File: src/hw/spcr_pkg.sv
// spcr_pkg: register map, field positions, reset values and spi framing
// for the lane phy and clock recovery control register bank.
// assumes a 16-bit spi instruction (read flag + 15-bit address) then 8 data bits.
package spcr_pkg;

  localparam int ADDR_W = 15;
  localparam int DATA_W = 8;
  localparam int INSTR_W = 16;

  // register byte addresses on the serial port
  localparam logic [14:0] ADDR_LANE_PD = 15'h0201;
  localparam logic [14:0] ADDR_MISC_PD = 15'h0203;
  localparam logic [14:0] ADDR_RECOV_RST = 15'h0206;
  localparam logic [14:0] ADDR_RECOV_MODE = 15'h0230;
  localparam logic [14:0] ADDR_EQ_LANE01 = 15'h0250;

  // reset values of whole bytes
  localparam logic [7:0] RST_LANE_PD = 8'h00;
  localparam logic [7:0] RST_MISC_PD = 8'h00;
  localparam logic [7:0] RST_RECOV_RST = 8'h01;
  localparam logic [7:0] RST_RECOV_MODE = 8'h60;
  localparam logic [7:0] RST_EQ_LANE01 = 8'h88;

  // field positions
  localparam int SYNC_PD_BIT = 1;
  localparam int RUN_BIT = 0;
  localparam int HALF_RATE_BIT = 5;
  localparam int DIV_LSB = 1;
  localparam int EQ_LANE0_LSB = 0;
  localparam int EQ_LANE1_LSB = 4;

  // oversampling divider codes
  localparam logic [1:0] DIV_NONE = 2'h0;
  localparam logic [1:0] DIV_BY2 = 2'h1;
  localparam logic [1:0] DIV_BY4 = 2'h2;

  // equalizer code selecting manual mode
  localparam logic [3:0] EQ_MANUAL = 4'h0;

  // read value of unmapped addresses
  localparam logic [7:0] RD_UNMAPPED = 8'h00;

  // instruction word bit that marks a read
  localparam int RD_FLAG_BIT = 15;
  localparam logic [4:0] INSTR_LAST = 5'h0F;
  localparam logic [4:0] DATA_LAST = 5'h07;

  typedef enum logic [3:0] {
    SPCR_IDLE = 4'h1,
    SPCR_INSTR = 4'h2,
    SPCR_DATA = 4'h4,
    SPCR_DONE = 4'h8
  } spcr_state_e;

endpackage : spcr_pkg

File: src/hw/spcr_regs.sv
// spcr_regs: serial-port register bank driving lane phy power down, the
// sync-request buffer power down, clock recovery reset/rate/divider and the
// lane 0/1 equalizer boost settings.
// assumes spi mode 0, msb first, sclk at most clk/8; all pins are async.
`timescale 1ns/1ps
`default_nettype none

// Operation
// - lane power-down bits 3 to 7 each power down their own lane phy.
// - lane power-down bits 0 to 2 power down lanes 0, 1 and 2.
// - misc power-down bit 1 set powers down the sync-request buffer.
// - recovery reset bit 0 low holds recovery logic in reset; resets high.
// - half-rate bit selects half-rate recovery when set; resets to one.
// - divider field 00 none, 01 divide by two, 10 divide by four.
// - equalizer code 0000 is manual mode, other codes give that boost.
module spcr_regs
  import spcr_pkg::*;
(
  input wire logic clk,
  input wire logic arst_n,
  input wire logic spi_cs_n,
  input wire logic spi_sclk,
  input wire logic spi_sdi,
  output logic spi_sdo,
  output logic spi_sdo_oe,
  output logic [7:0] lane_phy_powerdown,
  output logic sync_request_buffer_powerdown,
  output logic recovery_logic_run,
  output logic half_rate_enable,
  output logic [1:0] oversample_div,
  output logic div_by1,
  output logic div_by2,
  output logic div_by4,
  output logic [3:0] lane0_equalizer_setting,
  output logic [3:0] lane1_equalizer_setting,
  output logic lane0_eq_manual,
  output logic lane1_eq_manual
);

  function automatic logic eq_is_manual(input logic [3:0] code);
    eq_is_manual = (code == EQ_MANUAL);
  endfunction : eq_is_manual

  // pin synchronisers; the second stage is looked at, plus a third sclk stage for edge detection
  logic cs_meta_q, cs_s_q, sclk_meta_q, sclk_s_q, sclk_prev_q;
  logic sdi_meta_q, sdi_s_q;

  always_ff @(posedge clk or negedge arst_n) begin
    if (!arst_n) begin
      cs_meta_q <= 1'b1;
      cs_s_q <= 1'b1;
      sclk_meta_q <= 1'b0;
      sclk_s_q <= 1'b0;
      sclk_prev_q <= 1'b0;
      sdi_meta_q <= 1'b0;
      sdi_s_q <= 1'b0;
    end else begin
      cs_meta_q <= spi_cs_n;
      cs_s_q <= cs_meta_q;
      sclk_meta_q <= spi_sclk;
      sclk_s_q <= sclk_meta_q;
      sclk_prev_q <= sclk_s_q;
      sdi_meta_q <= spi_sdi;
      sdi_s_q <= sdi_meta_q;
    end
  end

  logic sclk_rise, sclk_fall;
  assign sclk_rise = sclk_s_q & ~sclk_prev_q;
  assign sclk_fall = ~sclk_s_q & sclk_prev_q;

  // register storage; reserved bits are not stored at all
  logic [7:0] lane_pd_q, lane_pd_d;
  logic sync_pd_q, sync_pd_d, run_q, run_d, half_q, half_d;
  logic [1:0] div_q, div_d;
  logic [3:0] eq0_q, eq0_d, eq1_q, eq1_d;

  // serial framing
  spcr_state_e state_q, state_d;
  logic [4:0] cnt_q, cnt_d;
  logic [14:0] instr_q, instr_d, addr_q, addr_d;
  logic [7:0] sh_q, sh_d;
  logic rd_q, rd_d, sdo_q, sdo_d, oe_q, oe_d, wr_en;
  logic [7:0] wr_data;

  // reserved fields read back their reset values
  function automatic logic [7:0] read_mux(input logic [14:0] a,
      input logic [7:0] lpd, input logic spd, input logic run,
      input logic half, input logic [1:0] div, input logic [3:0] e0,
      input logic [3:0] e1);
    logic [7:0] v;
    v = RD_UNMAPPED;
    case (a)
      ADDR_LANE_PD: v = lpd;
      ADDR_MISC_PD: begin
        v = RST_MISC_PD;
        v[SYNC_PD_BIT] = spd;
      end
      ADDR_RECOV_RST: begin
        v = RST_RECOV_RST;
        v[RUN_BIT] = run;
      end
      ADDR_RECOV_MODE: begin
        v = RST_RECOV_MODE;
        v[HALF_RATE_BIT] = half;
        v[DIV_LSB +: 2] = div;
      end
      ADDR_EQ_LANE01: v = {e1, e0};
      default: v = RD_UNMAPPED;
    endcase
    read_mux = v;
  endfunction : read_mux

  always_comb begin
    state_d = state_q;
    cnt_d = cnt_q;
    instr_d = instr_q;
    addr_d = addr_q;
    rd_d = rd_q;
    sh_d = sh_q;
    sdo_d = sdo_q;
    oe_d = oe_q;
    wr_en = 1'b0;
    wr_data = {sh_q[6:0], sdi_s_q};
    if (cs_s_q) begin
      // deselect aborts any frame; a partial write byte is dropped
      state_d = SPCR_IDLE;
      oe_d = 1'b0;
      sdo_d = 1'b0;
    end else begin
      case (state_q)
        SPCR_IDLE: begin
          state_d = SPCR_INSTR;
          cnt_d = 5'h00;
        end
        SPCR_INSTR: begin
          if (sclk_rise) begin
            instr_d = {instr_q[13:0], sdi_s_q};
            cnt_d = cnt_q + 5'h01;
            if (cnt_q == INSTR_LAST) begin
              addr_d = {instr_q[13:0], sdi_s_q};
              rd_d = instr_q[RD_FLAG_BIT - 1];
              sh_d = read_mux({instr_q[13:0], sdi_s_q}, lane_pd_q, sync_pd_q,
                              run_q, half_q, div_q, eq0_q, eq1_q);
              cnt_d = 5'h00;
              state_d = SPCR_DATA;
            end
          end
        end
        SPCR_DATA: begin
          if (rd_q) begin
            oe_d = 1'b1;
            if (sclk_fall) begin
              sdo_d = sh_q[7];
              sh_d = {sh_q[6:0], 1'b0};
            end
            if (sclk_rise) begin
              cnt_d = cnt_q + 5'h01;
              if (cnt_q == DATA_LAST) begin
                state_d = SPCR_DONE;
              end
            end
          end else if (sclk_rise) begin
            sh_d = {sh_q[6:0], sdi_s_q};
            cnt_d = cnt_q + 5'h01;
            if (cnt_q == DATA_LAST) begin
              wr_en = 1'b1;
              state_d = SPCR_DONE;
            end
          end
        end
        SPCR_DONE: begin
          // extra clocks are ignored until deselect
          if (sclk_fall) begin
            oe_d = 1'b0;
          end
        end
        default: state_d = SPCR_IDLE;
      endcase
    end
  end

  always_ff @(posedge clk or negedge arst_n) begin
    if (!arst_n) begin
      state_q <= SPCR_IDLE;
      cnt_q <= 5'h00;
      instr_q <= 15'h0000;
      addr_q <= 15'h0000;
      rd_q <= 1'b0;
      sh_q <= 8'h00;
      sdo_q <= 1'b0;
      oe_q <= 1'b0;
    end else begin
      state_q <= state_d;
      cnt_q <= cnt_d;
      instr_q <= instr_d;
      addr_q <= addr_d;
      rd_q <= rd_d;
      sh_q <= sh_d;
      sdo_q <= sdo_d;
      oe_q <= oe_d;
    end
  end

  always_comb begin
    lane_pd_d = lane_pd_q;
    sync_pd_d = sync_pd_q;
    run_d = run_q;
    half_d = half_q;
    div_d = div_q;
    eq0_d = eq0_q;
    eq1_d = eq1_q;
    if (wr_en) begin
      case (addr_q)
        ADDR_LANE_PD: lane_pd_d = wr_data;
        ADDR_MISC_PD: sync_pd_d = wr_data[SYNC_PD_BIT];
        ADDR_RECOV_RST: run_d = wr_data[RUN_BIT];
        ADDR_RECOV_MODE: begin
          half_d = wr_data[HALF_RATE_BIT];
          div_d = wr_data[DIV_LSB +: 2];
        end
        ADDR_EQ_LANE01: begin
          eq0_d = wr_data[EQ_LANE0_LSB +: 4];
          eq1_d = wr_data[EQ_LANE1_LSB +: 4];
        end
        default: lane_pd_d = lane_pd_q;
      endcase
    end
  end

  always_ff @(posedge clk or negedge arst_n) begin
    if (!arst_n) begin
      lane_pd_q <= RST_LANE_PD;
      sync_pd_q <= RST_MISC_PD[SYNC_PD_BIT];
      run_q <= RST_RECOV_RST[RUN_BIT];
      half_q <= RST_RECOV_MODE[HALF_RATE_BIT];
      div_q <= RST_RECOV_MODE[DIV_LSB +: 2];
      eq0_q <= RST_EQ_LANE01[EQ_LANE0_LSB +: 4];
      eq1_q <= RST_EQ_LANE01[EQ_LANE1_LSB +: 4];
    end else begin
      lane_pd_q <= lane_pd_d;
      sync_pd_q <= sync_pd_d;
      run_q <= run_d;
      half_q <= half_d;
      div_q <= div_d;
      eq0_q <= eq0_d;
      eq1_q <= eq1_d;
    end
  end

  // decoded controls are registered so every output leaves a flop;
  // they lag the field by one clock, harmless for static setup bits
  logic d1_q, d2_q, d4_q, m0_q, m1_q, d1_d, d2_d, d4_d, m0_d, m1_d;

  always_comb begin
    // code 11 is reserved: no divider path is selected
    d1_d = (div_q == DIV_NONE);
    d2_d = (div_q == DIV_BY2);
    d4_d = (div_q == DIV_BY4);
    m0_d = eq_is_manual(eq0_q);
    m1_d = eq_is_manual(eq1_q);
  end

  always_ff @(posedge clk or negedge arst_n) begin
    if (!arst_n) begin
      d1_q <= 1'b1;
      d2_q <= 1'b0;
      d4_q <= 1'b0;
      m0_q <= 1'b0;
      m1_q <= 1'b0;
    end else begin
      d1_q <= d1_d;
      d2_q <= d2_d;
      d4_q <= d4_d;
      m0_q <= m0_d;
      m1_q <= m1_d;
    end
  end

  assign spi_sdo = sdo_q;
  assign spi_sdo_oe = oe_q;
  assign lane_phy_powerdown = lane_pd_q;
  assign sync_request_buffer_powerdown = sync_pd_q;
  assign recovery_logic_run = run_q;
  assign half_rate_enable = half_q;
  assign oversample_div = div_q;
  assign div_by1 = d1_q;
  assign div_by2 = d2_q;
  assign div_by4 = d4_q;
  assign lane0_equalizer_setting = eq0_q;
  assign lane1_equalizer_setting = eq1_q;
  assign lane0_eq_manual = m0_q;
  assign lane1_eq_manual = m1_q;

endmodule : spcr_regs

`default_nettype wire

File: config.mk
export PLATFORM = sky130hd
export DESIGN_NAME = spcr_regs
export DESIGN_NICKNAME = d
export VERILOG_FILES = /design/src/hw/spcr_pkg.sv /design/src/hw/spcr_regs.sv
export SDC_FILE = /design/constraint.sdc
export NUM_CORES = 1
export LEC_CHECK = 0
export ABC_AREA = 1
export BUFFER_PORTS_ARGS = -buffer_cell sky130_fd_sc_hd__clkbuf_2
export CORE_UTILIZATION = 30
export CTS_CLUSTER_SIZE = 30
export DETAILED_ROUTE_END_ITERATION = 10
export SLEW_MARGIN = 10
export SYNTH_ARGS = -nofsm -noshare
export SYNTH_HDL_FRONTEND = slang
export SYNTH_SLANG_ARGS = --single-unit
File: constraint.sdc
create_clock -name clk -period 1.75 [get_ports clk]
set_input_delay 0.0875 -clock clk [delete_from_list [all_inputs] [get_ports clk]]
set_output_delay 0.0875 -clock clk [all_outputs]
set_load 0.03 [all_outputs]
==> results.json <==
{
  "status": "finished, violations left",
  "violations": "negative setup slack",
  "wl_per_cell_um": 12.1,
  "drcViolationCount": 0,
  "synth_edf_count": 0,
  "diodes": 0,
  "clock-sinks": 83,
  "crit_top_cell": "nand3_2",
  "grt-ovfl-total": 0,
  "rows": 40,
  "syn2layout_area_growth_pct": 25.3,
  "wirelength_um": 8080,
  "num_vias": 3007,
  "ys_dominant_reg_cell": "dfrtp_1",
  "ys_ff_latch": 83,
  "final.setup_skew_ps": 7.76,
  "fin_hold_ws_ps": 96.6,
  "cts_buffers": 9,
  "worstSetupEndpointType": "register",
  "fin_area_um2": 4660,
  "antenna_found_initial": 0,
  "placed_area_um2": 4200,
  "die-height_um": 113,
  "dr.first_iter.drc_count": 147,
  "seq_area_frac_synth": 0.561,
  "cts_buffer_depth": 2,
  "hp-class": "in -> async",
  "yosys_warnings": 0,
  "final_cells": 665,
  "grt_pass1_wl_um": 13700,
  "place_ws_ps": -45.0,
  "p_per_area_nw_per_um2": 902,
  "netlist_area_um2": 3720,
  "max_freq_mhz": 538,
  "max_cap_viol_count": 0,
  "yosys.cell_types.count": 30,
  "cts_tree": "yes",
  "syn_inst": 438,
  "synth_top_cell_by_area": "dfrtp_1",
  "crit_slowest_cell": "dfrtp_1",
  "fill_cells": 1226,
  "place_hpwl_um": 5580,
  "fin_nets": 500,
  "cp_cell_sequence": "ha_2 > nand2_2 > nor2_2 > nand3_2 > nor4_4 > nand3_2 > buf_6 > nand2_1 > o21ai_2",
  "num_io_pins": 33,
  "synth_top_family_by_area": "simple AND/OR/NAND/NOR gates",
  "syn_area_per_cell_um2": 8.49,
  "grt_max_degree": 49,
  "p_leak_nw": 2.18,
  "worst_pin_slew_ps": 398,
  "met2_usage": 0.218,
  "ys_async_sr_fraction": 1.00,
  "ant_nets": 0,
  "crit_path_max_incr_delay_ps": 390,
  "multi_input_area_um2": 1480,
  "yosys.area_share.simple": 0.249,
  "min_period_ps": 1860,
  "finalPower_w": 0.00420,
  "setup_viol": 20,
  "rsz0062_at_grt": "yes",
  "hold_viol_final": 0,
  "synth.area.top_cells": "dfrtp_1, nand2_1, dfstp_2",
  "synthMuxAreaShare": 0,
  "cp_max_fo": 10,
  "synth_compound_area_frac": 0.114,
  "worstPathArrival_ps": 2080,
  "place.gp.congestion": 0.814,
  "synth_xor_area_frac": 0,
  "dieArea_um2": 12800,
  "path_buf_inv": 1,
  "yosys.area.top_type_share": 0.505,
  "start_util": 0.308,
  "relSlewSlack": 0.735,
  "grt_util_all_layers": 0.134,
  "ir_drop_v": 0.000385,
  "worst_ep_required_time_ps": 1970,
  "netlist_top_cells_count": "nand2_1, dfrtp_1, inv_1",
  "grt_util_met3": 0.0311,
  "path_class": "reg -> reg",
  "yosysMostFrequentCell": "nand2_1",
  "area.sequential_um2": 2090,
  "clockRootBuffer": "clkbuf_16",
  "path_clk_slew_ps": 60,
  "dr.pass1.iters": 4,
  "cp_top_family": "simple AND/OR/NAND/NOR gates",
  "clock_latency_ps": 340,
  "min_period_over_period": 1.06,
  "grt_pass1_vias": 2900,
  "port_buffers": 32,
  "fp.dieW_um": 113,
  "vias_per_cell": 4.52,
  "core_um2": 12100,
  "placedCellCount": 643,
  "slew_violations": 0,
  "htreeDepth": 3,
  "syn_nets": 446,
  "drive_above_1_share": 0.229,
  "busiest_layer": "met2",
  "synth_fa_ha_area_frac": 0.0101,
  "gr-usage-met1": 0.177,
  "startpoint_type": "register",
  "finalWorstSetupSlack_ps": -108
}
power by group:
| part | total, W | internal, W | switching, W |
|---|---|---|---|
| clock network | 0.00190 | 0.00111 | 0.000789 |
| logic | 0.000269 | 0.0000934 | 0.000176 |
| registers | 0.00203 | 0.00198 | 0.0000527 |
| total | 0.00420 | 0.00319 | 0.00102 |
layer usage:
metal	part of all wire	routed length, um	vias to the layer above
met1	0.48	3870	1436
met5	0	0	-
li1	-	-	1516
met4	0.0089	72	0
met2	0.48	3860	46
met3	0.033	270	9
worst reg2reg max path, stage by stage (launching register included):
cell and delay, ps:
dfrtp_1 390, ha_2 210, nand2_2 70, nor2_2 140, nand3_2 120, nor4_4 390, nand3_2 150, buf_6 170
nand2_1 80, o21ai_2 50
registers in the layout, summed over array words and instances, names as in the netlist, 2 cells and up:
| name | flops |
|---|---|
| lane0_equalizer_setting | 4 |
| oversample_div | 2 |
| lane1_equalizer_setting | 4 |
| instr_q | 15 |
| sh_q | 8 |
| cnt_q | 5 |
| lane_phy_powerdown | 8 |
| addr_q | 15 |
| state_q | 4 |
cells in the final DEF (no fill, tap or decap), types with 2 or more instances in the layout:
cell type and count:
nor2_1 31, clkinv_4 2, inv_1 47, nand2_4 2, nand3_1 28, clkbuf_2 31, and2_1 2, o21ai_1 19
buf_6 4, nand4_1 4, nor4_1 2, nor3_1 9, buf_4 13, a21oi_1 11, dlygate4sd3_1 4, o21ai_0 32
clkbuf_16 9, nor2_2 5, inv_2 3, nand2_2 8, nand2_1 113, buf_12 3, dfrtp_1 75, ha_2 2
o21ai_2 9, nand3_2 5, dfstp_2 8, clkinvlp_4 2
through the flow:
step                      utilization  setup TNS, ps
after floorplan                     -              0
after global placement          0.348              0
after detailed placement        0.348           -236
after CTS                       0.377          -3.32
after global routing            0.386          -4440
final                           0.386          -1610
worst paths after layout:
| path | depth (start not counted) | start | slack (ps) | to |
|---|---|---|---|---|
| min reg2reg | 0 | cs_meta_q | 360 | cs_s_q |
| max | 9 | cnt_q[0] | -110 | lane_phy_powerdown[3] |
| max reg2reg | 9 | cnt_q[0] | -110 | lane_phy_powerdown[3] |
| max in group asynchronous | 3 | arst_n | 1040 | half_rate_enable |
| min in group clk | 0 | cs_meta_q | 360 | cs_s_q |
| min | 2 | arst_n | 100 | state_q[2] |
cells by family (layout without fill, tap and decap cells):
group | after synthesis | after routing
fa+ha+maj | 3 | 3
simple gates | 214 | 214
compound gates | 76 | 76
buf+inv | 62 | 121
flops | 83 | 83
area by class of cell:
cell class | count | area share
repair buffers | 55 | 0.0854
clock inverters | 7 | 0.0164
clock buffers | 9 | 0.0483
multi-input cells | 293 | 0.317
inverters | 50 | 0.0403
flip-flops and latches | 83 | 0.448
well taps | 168 | 0.0451
repair_timing:
item / 4_1_cts / 5_1_grt
setup buffers: 0 / 2
gates resized for setup: 1 / 31
hold buffers: 4 / 0
gates cloned: 0 / 0
pin swaps: 0 / 6
setup endpoints to repair: 8 / 60
hold endpoints to repair: 79 / 0
(Power assumes the default switching activity.)
